### src/verilog/sbl_pkg.sv
// Constants, register map and carrier types of the break, low-power and reset-cause block.
// Assumes a byte-addressed classic Wishbone slave port with 32-bit data.
package sbl_pkg;
  localparam int unsigned SBL_ADR_W = 18;
  localparam int unsigned SBL_IDX_W = 16;
  // Register indices; byte address is four times the index
  localparam logic [15:0] SBL_IDX_BREAK_STATUS = 16'hfe00;
  localparam logic [15:0] SBL_IDX_RESET_CAUSE = 16'hfe01;
  localparam logic [15:0] SBL_IDX_BREAK_FLAG_CTRL = 16'hfe03;
  localparam logic [15:0] SBL_IDX_IRQ_STATUS = 16'hfe04;
  localparam logic [15:0] SBL_IDX_IRQ_MASK = 16'hfe05;
  localparam logic [15:0] SBL_IDX_OPTION = 16'hfe06;
  // Field positions
  localparam int unsigned SBL_EXIT_FLAG_BIT = 1;
  localparam int unsigned SBL_CLR_EN_BIT = 7;
  localparam int unsigned SBL_OPT_WDOG_DIS_BIT = 0;
  localparam int unsigned SBL_OPT_SHORT_REC_BIT = 1;
  localparam int unsigned SBL_IRQ_W = 2;
  localparam int unsigned SBL_IRQ_BREAK_BIT = 0;
  localparam int unsigned SBL_IRQ_WAKE_BIT = 1;
  // Reset values
  localparam logic [7:0] SBL_OPTION_RST = 8'h00;
  localparam logic [SBL_IRQ_W-1:0] SBL_IRQ_MASK_RST = 2'h0;
  // STOP recovery, in crystal clock cycles
  localparam int unsigned SBL_REC_W = 13;
  localparam int unsigned SBL_REC_LONG = 4096;
  localparam int unsigned SBL_REC_SHORT = 32;

  typedef enum logic [1:0] {SBL_RUN, SBL_WAIT, SBL_STOP, SBL_RECOVER} sbl_lp_state_type;

  typedef struct packed {
    logic cyc;
    logic stb;
    logic we;
    logic [SBL_ADR_W-1:0] adr;
    logic [3:0] sel;
    logic [31:0] dat;
  } sbl_wb_req_type;

  // Bit order matches the reset cause register, bit 7 down to bit 2
  typedef struct packed {
    logic por;
    logic pin;
    logic watchdog;
    logic bad_opcode;
    logic bad_fetch_address;
    logic undervoltage;
  } sbl_cause_type;

  typedef struct packed {
    logic cpu;
    logic periph;
    logic base;
    logic xtal;
  } sbl_clk_en_type;
endpackage

### src/verilog/sbl_sim_core.sv
// Break entry, flag-clear protection, WAIT/STOP sequencing and reset-cause latch.
// Assumes one clock; crystal edges arrive as a one-cycle xtal_tick pulse on mclk.
//
// The Wishbone slave port was decided locally.
`timescale 1ns/1ps

// How it works
// - Break request enters break state and forces a software interrupt vector fetch.
// - In break, flag clears are blocked unless the clear enable bit is set.
// - A flag cleared in break with clearing enabled stays cleared afterwards.
// - Two-step clears stay protected in break; second step after break clears.
// - STOP or WAIT clears the interrupt mask and unclocks the CPU on the same edge.
// - WAIT stops CPU clocks, peripheral clocks keep running.
// - Enabled interrupt wakes WAIT; stacking starts one cycle later.
// - Reset or break also ends WAIT/STOP; break sets the exit flag.
// - Watchdog enabled and running in WAIT when its disable option is zero.
// - STOP resets the counter and stops base and crystal clock outputs.
// - Interrupt, reset or break ends STOP; stacking waits for recovery.
// - Recovery is 4096 crystal cycles, or 32 with short recovery selected.
// - Counter held reset from STOP until recovery, then times recovery.
// - Break status, reset cause and break flag control registers are mapped.
// - Exit flag clears on writing zero or on reset; readable in break.
// - Reading reset cause clears it; power-on sets only its own flag.
// - Reset cause holds one flag per reset source.
// - Clear enable is read/write bit 7; other bits reserved.
module sbl_sim_core
  import sbl_pkg::*;
#(
  parameter int unsigned NF = 4,
  parameter int unsigned REC_LONG = SBL_REC_LONG,
  parameter int unsigned REC_SHORT = SBL_REC_SHORT
) (
  input wire logic mclk, // System clock
  input wire logic rst_n, // Synchronous reset
  input wire sbl_pkg::sbl_wb_req_type wb_req, // Wishbone request
  output logic [31:0] wb_dat_o, // Wishbone read data
  output logic wb_ack_o, // Wishbone acknowledge
  input wire logic break_req, // Break module request
  input wire logic break_done, // Break service finished
  input wire logic wait_exec, // WAIT instruction executed
  input wire logic stop_exec, // STOP instruction executed
  input wire logic irq_req, // Enabled module interrupt
  input wire logic xtal_tick, // One crystal clock cycle
  input wire sbl_pkg::sbl_cause_type rst_cause, // Source of the last reset
  input wire logic [NF-1:0] flag_clr_req, // One-step flag clear attempt
  input wire logic [NF-1:0] flag_step1, // First step of two-step clear
  input wire logic [NF-1:0] flag_step2, // Second step of two-step clear
  output logic [NF-1:0] flag_clr_grant, // Peripheral may clear flag
  output logic soft_vector_force, // Force software interrupt vector fetch
  output logic imask_clear, // Clear CPU interrupt mask
  output logic stack_start, // Begin interrupt stacking
  output sbl_pkg::sbl_clk_en_type clk_en, // Clock gates
  output logic watchdog_en, // Watchdog enable
  output logic break_active, // Break state
  output logic irq_o // Block interrupt
);
  import sbl_pkg::*;

  logic ack_reg;
  logic [31:0] rd_dat_reg;
  logic [SBL_IDX_W-1:0] idx;
  logic req;
  logic wr;
  logic rd;
  logic break_state_reg;
  logic soft_vector_reg;
  logic brk_entry;
  logic clr_en_reg;
  logic [7:0] option_reg;
  logic clr_allow;
  logic [NF-1:0] arm_reg;
  logic [NF-1:0] grant_reg;
  logic [NF-1:0] grant_next;
  sbl_lp_state_type lp_reg;
  sbl_lp_state_type lp_next;
  logic imask_clear_reg;
  logic wake_irq_reg;
  logic rec_irq_reg;
  logic stack_start_reg;
  logic [SBL_REC_W-1:0] rec_cnt_reg;
  logic [SBL_REC_W-1:0] rec_last;
  logic rec_done;
  sbl_clk_en_type clk_en_reg;
  logic watchdog_en_reg;
  logic exit_flag_reg;
  logic exit_flag_set;
  logic first_reg;
  sbl_cause_type cause_reg;
  logic [SBL_IRQ_W-1:0] irq_stat_reg;
  logic [SBL_IRQ_W-1:0] irq_mask_reg;
  logic [SBL_IRQ_W-1:0] irq_event;
  logic irq_o_reg;
  logic lp_low;
  logic acc;

  // Wishbone decode; one wait state, ack high for one cycle
  // Writes and read side effects land on the edge that sees ack high
  assign idx = wb_req.adr[SBL_ADR_W-1:2];
  assign req = wb_req.cyc & wb_req.stb & ~ack_reg;
  assign acc = wb_req.cyc & wb_req.stb & ack_reg;
  assign wr = acc & wb_req.we & wb_req.sel[0];
  assign rd = req & ~wb_req.we;

  always_ff @(posedge mclk) begin
    if (!rst_n) begin
      ack_reg <= 1'b0;
    end else begin
      ack_reg <= req;
    end
  end

  always_ff @(posedge mclk) begin
    if (!rst_n) begin
      rd_dat_reg <= 32'h0;
    end else if (rd) begin
      case (idx)
        SBL_IDX_BREAK_STATUS: rd_dat_reg <= {30'h0, exit_flag_reg, 1'b0};
        SBL_IDX_RESET_CAUSE: rd_dat_reg <= {24'h0, cause_reg, 2'h0};
        SBL_IDX_BREAK_FLAG_CTRL: rd_dat_reg <= {24'h0, clr_en_reg, 7'h0};
        SBL_IDX_IRQ_STATUS: rd_dat_reg <= {30'h0, irq_stat_reg};
        SBL_IDX_IRQ_MASK: rd_dat_reg <= {30'h0, irq_mask_reg};
        SBL_IDX_OPTION: rd_dat_reg <= {24'h0, option_reg};
        default: rd_dat_reg <= 32'h0;
      endcase
    end
  end

  // Break state
  assign brk_entry = break_req & ~break_state_reg;

  always_ff @(posedge mclk) begin
    if (!rst_n) begin
      break_state_reg <= 1'b0;
      soft_vector_reg <= 1'b0;
    end else begin
      soft_vector_reg <= brk_entry;
      if (brk_entry) begin
        break_state_reg <= 1'b1;
      end else if (break_done) begin
        break_state_reg <= 1'b0;
      end
    end
  end

  // Software-written control
  always_ff @(posedge mclk) begin
    if (!rst_n) begin
      clr_en_reg <= 1'b0;
      option_reg <= SBL_OPTION_RST;
      irq_mask_reg <= SBL_IRQ_MASK_RST;
    end else if (wr) begin
      if (idx == SBL_IDX_BREAK_FLAG_CTRL) begin
        clr_en_reg <= wb_req.dat[SBL_CLR_EN_BIT];
      end
      if (idx == SBL_IDX_OPTION) begin
        option_reg <= wb_req.dat[7:0];
      end
      if (idx == SBL_IDX_IRQ_MASK) begin
        irq_mask_reg <= wb_req.dat[SBL_IRQ_W-1:0];
      end
    end
  end

  // Flag clear protection; a grant is final, so a cleared flag stays cleared
  assign clr_allow = ~break_state_reg | clr_en_reg;
  assign grant_next = {NF{clr_allow}} & (flag_clr_req | (flag_step2 & arm_reg));

  always_ff @(posedge mclk) begin
    if (!rst_n) begin
      arm_reg <= '0;
      grant_reg <= '0;
    end else begin
      grant_reg <= grant_next;
      // First step survives a blocked second step
      arm_reg <= (arm_reg & ~(flag_step2 & grant_next)) | flag_step1;
    end
  end

  // Low-power sequencing
  assign rec_last = option_reg[SBL_OPT_SHORT_REC_BIT] ? SBL_REC_W'(REC_SHORT - 1)
                                                      : SBL_REC_W'(REC_LONG - 1);
  assign rec_done = (lp_reg == SBL_RECOVER) & xtal_tick & (rec_cnt_reg == rec_last);
  assign lp_low = (lp_reg == SBL_WAIT) | (lp_reg == SBL_STOP);

  always_comb begin
    lp_next = lp_reg;
    case (lp_reg)
      SBL_RUN: begin
        if (stop_exec) begin
          lp_next = SBL_STOP;
        end else if (wait_exec) begin
          lp_next = SBL_WAIT;
        end
      end
      SBL_WAIT: begin
        if (irq_req | break_req) begin
          lp_next = SBL_RUN;
        end
      end
      SBL_STOP: begin
        if (irq_req | break_req) begin
          lp_next = SBL_RECOVER;
        end
      end
      SBL_RECOVER: begin
        if (rec_done) begin
          lp_next = SBL_RUN;
        end
      end
      default: lp_next = SBL_RUN;
    endcase
  end

  always_ff @(posedge mclk) begin
    if (!rst_n) begin
      lp_reg <= SBL_RUN;
      clk_en_reg <= '1;
    end else begin
      lp_reg <= lp_next;
      clk_en_reg.cpu <= (lp_next == SBL_RUN);
      clk_en_reg.periph <= (lp_next == SBL_RUN) | (lp_next == SBL_WAIT);
      clk_en_reg.base <= (lp_next == SBL_RUN) | (lp_next == SBL_WAIT);
      clk_en_reg.xtal <= (lp_next != SBL_STOP);
    end
  end

  always_ff @(posedge mclk) begin
    if (!rst_n) begin
      rec_cnt_reg <= '0;
    end else if (lp_reg != SBL_RECOVER) begin
      rec_cnt_reg <= '0;
    end else if (xtal_tick) begin
      rec_cnt_reg <= rec_cnt_reg + SBL_REC_W'(1);
    end
  end

  always_ff @(posedge mclk) begin
    if (!rst_n) begin
      imask_clear_reg <= 1'b0;
      wake_irq_reg <= 1'b0;
      rec_irq_reg <= 1'b0;
      stack_start_reg <= 1'b0;
    end else begin
      imask_clear_reg <= (lp_reg == SBL_RUN) & (wait_exec | stop_exec);
      wake_irq_reg <= (lp_reg == SBL_WAIT) & irq_req;
      if (lp_reg == SBL_STOP) begin
        rec_irq_reg <= irq_req;
      end
      stack_start_reg <= wake_irq_reg | (rec_done & rec_irq_reg);
    end
  end

  always_ff @(posedge mclk) begin
    if (!rst_n) begin
      watchdog_en_reg <= 1'b0;
    end else begin
      watchdog_en_reg <= ~option_reg[SBL_OPT_WDOG_DIS_BIT];
    end
  end

  // Stop-wait break exit flag; set wins over a software clear
  assign exit_flag_set = lp_low & break_req;

  always_ff @(posedge mclk) begin
    if (!rst_n) begin
      exit_flag_reg <= 1'b0;
    end else if (exit_flag_set) begin
      exit_flag_reg <= 1'b1;
    end else if (wr && idx == SBL_IDX_BREAK_STATUS && !wb_req.dat[SBL_EXIT_FLAG_BIT]) begin
      exit_flag_reg <= 1'b0;
    end
  end

  // Reset cause caught on the first edge after release
  always_ff @(posedge mclk) begin
    if (!rst_n) begin
      first_reg <= 1'b1;
      cause_reg <= '0;
    end else begin
      first_reg <= 1'b0;
      if (first_reg) begin
        if (rst_cause.por) begin
          cause_reg <= '{por: 1'b1, default: 1'b0};
        end else begin
          cause_reg <= rst_cause;
        end
      end else if (acc && !wb_req.we && idx == SBL_IDX_RESET_CAUSE) begin
        cause_reg <= '0;
      end
    end
  end

  // Event status, write one to clear, set wins
  assign irq_event = {lp_low & (lp_next != lp_reg), brk_entry};

  always_ff @(posedge mclk) begin
    if (!rst_n) begin
      irq_stat_reg <= '0;
      irq_o_reg <= 1'b0;
    end else begin
      if (wr && idx == SBL_IDX_IRQ_STATUS) begin
        irq_stat_reg <= (irq_stat_reg & ~wb_req.dat[SBL_IRQ_W-1:0]) | irq_event;
      end else begin
        irq_stat_reg <= irq_stat_reg | irq_event;
      end
      irq_o_reg <= |(irq_stat_reg & irq_mask_reg);
    end
  end

  assign wb_dat_o = rd_dat_reg;
  assign wb_ack_o = ack_reg;
  assign flag_clr_grant = grant_reg;
  assign soft_vector_force = soft_vector_reg;
  assign imask_clear = imask_clear_reg;
  assign stack_start = stack_start_reg;
  assign clk_en = clk_en_reg;
  assign watchdog_en = watchdog_en_reg;
  assign break_active = break_state_reg;
  assign irq_o = irq_o_reg;
endmodule
### config.mk
export PLATFORM = sky130hd
export DESIGN_NAME = sbl_sim_core
export DESIGN_NICKNAME = d
export VERILOG_FILES = /design/src/verilog/sbl_pkg.sv /design/src/verilog/sbl_sim_core.sv
export SDC_FILE = /design/constraint.sdc
export NUM_CORES = 1
export LEC_CHECK = 0
export ABC_CLOCK_PERIOD_IN_PS = 3800
export BUFFER_PORTS_ARGS = -buffer_cell sky130_fd_sc_hd__buf_2
export CAP_MARGIN = 25
export CORE_MARGIN = 10
export CORE_UTILIZATION = 51
export CTS_CLUSTER_SIZE = 10
export DETAILED_ROUTE_END_ITERATION = 12
export GPL_ROUTABILITY_DRIVEN = 0
export GPL_TIMING_DRIVEN = 0
export PLACE_DENSITY = 0.82
export SYNTH_ARGS = -nofsm -noshare
export SYNTH_HDL_FRONTEND = slang
export SYNTH_SLANG_ARGS = --single-unit
### constraint.sdc
create_clock -name mclk -period 3.8 [get_ports mclk]
set_input_delay 0.38 -clock mclk [delete_from_list [all_inputs] [get_ports mclk]]
set_output_delay 0.38 -clock mclk [all_outputs]
set_load 0.02 [all_outputs]
[Word-level counts from Yosys, hierarchy flattened]
Cells that the tools add are included.
W data, S select, Z words.
Operators by class
  bitwise logic cells: 37
  equality and inequality tests: 14
  reduce and logical (&&, ||, !) cells: 17
  $add $sub $neg: 1
  multiplexer cells: 17
Operator list (number)
  $eq A16 B16 Y1 const B: 6
  $pmux W8 S6: 1
  $mux W6: 3
  $and A4 B4 Y4: 4
  $and A1 B1 Y1: 14
  $add A13 B1 Y13 const B: 1
  $eq A13 B12 Y1: 1
  $mux W12: 1
  $mux W2: 6
  $or A4 B4 Y4: 2
  $pmux W2 S4: 1
  $or A1 B1 Y1: 6
  $reduce_and A2 Y1: 3
  $reduce_bool A2 Y1: 3
  $logic_and A1 B1 Y1: 5
  $mux W1: 5
  $not A1 Y1: 5
  $and A2 B2 Y2: 2
  $eq A2 B1 Y1 const B: 2
  $eq A2 B2 Y1 const B: 2
  $logic_not A2 Y1: 2
  $ne A2 B2 Y1 const B: 2
  $not A4 Y4: 1
  $or A2 B2 Y2: 2
  4 further kinds: 6
Word-level totals
  bits in registers: 88
  bits of input ports: 83
  output and inout bits: 47
  logic and storage cells: 115

[Longest topological paths before layout]
  word-level depth: 9
  gate-level depth with buffers: 8
  mapped depth without buffers: 7

[Worst setup path before layout]
Ideal clock, no wire load.
  kind: input port to flip-flop
  start: input port wb_req[43] (netlist name)
  end: register option_reg[0]
  cell stages on the path: 6
  setup slack: 1547 ps
  path buffers: 1
  library setup time: 128 ps
  arrival time: 2125 ps
  path through: or4b_4 or4_4 or3b_1 buf_6 mux2i_1 nor2_1
On the way
  cells in the longest elaborated chain, start to end: 2
Ends and longest elaborated chain
  start: declaration: line sbl_sim_core.sv:35  | input wire sbl_pkg::sbl_wb_req_type wb_req,
  $eq A16 B16 Y1: line sbl_sim_core.sv:155  | if (idx == SBL_IDX_OPTION) begin
  $reduce_and A2 Y1 (no source line)
  end signal: assignment: line sbl_sim_core.sv:156  | option_reg <= wb_req.dat[7:0];
  end: declaration: line sbl_sim_core.sv:69  | logic [7:0] option_reg;
Every way passes these cells.
A chain may end at the register's enable or synchronous reset.

[Worst setup path after layout]
  start: input port wb_req[41] (netlist name)
  end: register cause_reg[2] (netlist name)
On the way
  cells in the longest elaborated chain, start to end: 3
Ends and longest elaborated chain
  $eq A16 B16 Y1: line sbl_sim_core.sv:287  | end else if (acc && !wb_req.we && idx == SBL_IDX_RESET_CAUSE) begin
  $logic_and A1 B1 Y1: line sbl_sim_core.sv:287
  $reduce_bool A2 Y1 (no source line)
  end signal: assignment: line sbl_sim_core.sv:285  | cause_reg <= rst_cause;
  end: declaration: line sbl_sim_core.sv:88  | sbl_cause_type cause_reg;
Every way passes these cells.

==> results.py <==
metrics = {
    "outcome": {
        "outcome": "completed",
    },
    "worst_setup_path": {
        "crit_path_max_fanout": 6,
        "endpoint_kind": "flip-flop",
        "worst_setup_path_start_kind": "primary input",
        "cpPeakStageDelay_ns": 0.75,
        "crit_path_top_delay_cell": "nor4_1",
        "cp.arrival_ns": 2.67,
        "crit_type": "in2reg",
        "crit_required_ns": 4.02,
        "cp_num_buf_inv": 1,
        "crit_family": "simple AND/OR/NAND/NOR gates",
        "crit_chain": "buf_2 -> or4b_2 -> nor4_1 -> a41oi_1 -> a22oi_1 -> nor2_1",
    },
    "floorplanning": {
        "die_w_um": 95.7,
        "initial_core_util": 0.527,
        "core_region_area_mm2": 0.00554,
        "dieArea_mm2": 0.00915,
        "io_pins": 130,
        "rows": 27,
        "dieHeight_um": 95.7,
    },
    "sta": {
        "worstMarginPinSlew_ns": 0.818,
        "clock_skew_ns": 0.00530,
        "fin_tns_setup_ns": 0,
        "hold_viol_final": 0,
        "fin_crit_sh": 0.646,
        "setup_viol_count_final": 0,
        "fin_crit_ns": 2.45,
        "slew_violations": 0,
        "hold_slack_ns": 0.218,
        "maxSlewHeadroom": 0.450,
        "max_clock_freq_ghz": 0.407,
        "rsz0062_at_grt": "no",
    },
    "logic_synthesis": {
        "synth_top_family_by_area": "simple AND/OR/NAND/NOR gates",
        "synth_area_mm2": 0.00292,
        "yosys_warnings": 0,
        "synthMuxAreaShare": 0.0519,
        "synth_most_common_cell": "dfxtp_1",
        "synth_compound_area_frac": 0.135,
        "synthFlopType": "dfxtp_1",
        "yosys.area.top_type": "dfxtp_1",
        "synth.avg_cell_area_um2": 8.77,
        "synth_cells": 333,
        "synth_top_area_frac": 0.439,
        "synth_seq_cells": 64,
        "seq_area_frac_synth": 0.439,
        "synth_area_leaders": "dfxtp_1, nor2_1, buf_4",
        "async_flop_share": 0,
        "synthSimpleGateAreaFrac": 0.227,
        "synth-edff-count": 0,
        "synth_common_cells": "dfxtp_1, nor2_1, nand2_1, buf_4, a22oi_1",
        "synthXorXnorAreaFrac": 0.0360,
        "yosys.area_share.adder": 0.0214,
        "synth_cell_types": 50,
    },
    "clocking": {
        "htree_levels": 3,
        "cts_made_buffers": 9,
        "clk_latency_ns": 0.35,
        "clock_sinks": 64,
        "post_cts_buffers": 0,
        "postCtsHoldBufs": 0,
        "tritoncts": "yes",
        "clk_pin_slew_ns": 0.07,
        "cts_resized": 0,
        "clockBufferDepth": 2,
        "root_buffer": "clkbuf_8",
    },
    "detailed_routing": {
        "wl_um": 7520,
        "drc": 0,
        "drt-initial-drc-count": 120,
        "avgRoutedWirePerCell_um": 14.5,
        "vias": 2649,
        "first_pass_iters": 4,
        "viasPerCell": 5.12,
        "ant_nets": 0,
    },
    "power": {
        "ir_worst_vdd_mv": 0.367,
        "p_leak_nw": 1.67,
        "power_density_mw_per_mm2": 426,
    },
    "finish": {
        "drive_gt1_frac": 0.281,
        "area_delta_synth_final_pct": 26.1,
        "nNetsFinal": 528,
        "n_antenna_cell": 0,
        "largest_reg_flops": 13,
    },
    "grt": {
        "grt_usage": 0.167,
        "antenna_found_initial": 0,
        "grt_max_degree": 12,
        "grt_pass1_vias": 2607,
        "grt_pass1_wl_um": 12100,
        "overflow": 0,
    },
    "placed_design": {
        "dp_hpwl_um": 5870,
        "io_buffers": 73,
    },
    "flow_run": {
        "cap_violations": 0,
    },
    "hold_path": {
        "hp-class": "in2reg",
    },
}
## area by class of cell
| cell class | instances | area, um2 |
|---|---|---|
| Tap cell | 72 | 90.1 |
| Timing Repair Buffer | 73 | 365 |
| Fill cell | 488 | 1860 |
| Inverter | 6 | 22.5 |
| Clock inverter | 5 | 80.1 |
| Multi-Input combinational cell | 250 | 1470 |
| Buffer | 36 | 236 |
| Sequential cell | 64 | 1280 |
| Clock buffer | 11 | 141 |
## kinds of logic (layout without fill, tap and decap cells)
kind of cell | count (synthesis) | after routing
simple gates | 136 | 136
flops | 64 | 64
compound gates | 58 | 58
buf+inv | 42 | 131
mux | 15 | 15
xor+xnor | 12 | 12
fa+ha+maj | 5 | 5
other cells | 1 | 24
## metrics by stage
step	total power [W]	setup WS [ns]	utilization	area (um2)	cells
after global routing	0.00163	1.14	0.665	3680	517
final	0.00157	1.35	0.665	3680	517
after floorplan	0.000863	1.55	-	3010	356
after global placement	0.000924	1.10	0.625	3460	501
after detailed placement	0.000929	1.04	0.625	3460	501
after CTS	0.00157	1.39	0.665	3680	517
## worst register-to-register path, cell delays in order (launching register included)
cell	delay, ns
dfxtp_1	0.43
or4b_1	0.48
a2111oi_2	0.53
a21oi_1	0.23
a21o_1	0.23
or2_1	0.19
## routing by layer
metal  vias to the layer above  GRT usage  wire (um)
li1                       1330          -          -
met1                      1212      0.187       2990
met2                        88      0.275       3670
met3                        19     0.0715        678
met4                         0     0.0614        178
met5                         -          0          0
## final timing paths
path	start	to	slack (ns)	depth (start not counted)
min reg2reg	option_reg[0]	watchdog_en	0.45	1
max reg2reg	option_reg[1]	clk_en[0]	1.60	5
max	wb_req[41]	cause_reg[2]	1.35	6
min	break_done	break_active	0.22	2
## where the power goes
| group | leakage [nW] | internal, W | switching [W] |
|---|---|---|---|
| logic | 1.04 | 0.0000868 | 0.000119 |
| registers | 0.522 | 0.000696 | 0.0000162 |
| clock network | 0.106 | 0.000386 | 0.000264 |
## placed cells by master, fill, tap and decap left out, types with 5 or more instances in the layout
cell type,netlist,routed
xor2_1,7,7
dfxtp_1,64,64
clkbuf_8,0,10
a21oi_1,14,14
mux2i_1,14,14
nor2b_1,5,5
buf_2,0,73
buf_4,25,25
o21ai_0,9,9
conb_1,1,24
a22oi_1,16,16
nor4_1,5,5
nand4_1,5,5
ha_1,5,5
nand2b_1,6,6
nor2_1,57,57
clkbuf_1,9,10
inv_1,6,6
nand2_1,27,27
nand3_1,9,9
xnor2_1,5,5
(Power assumes the default switching activity.)
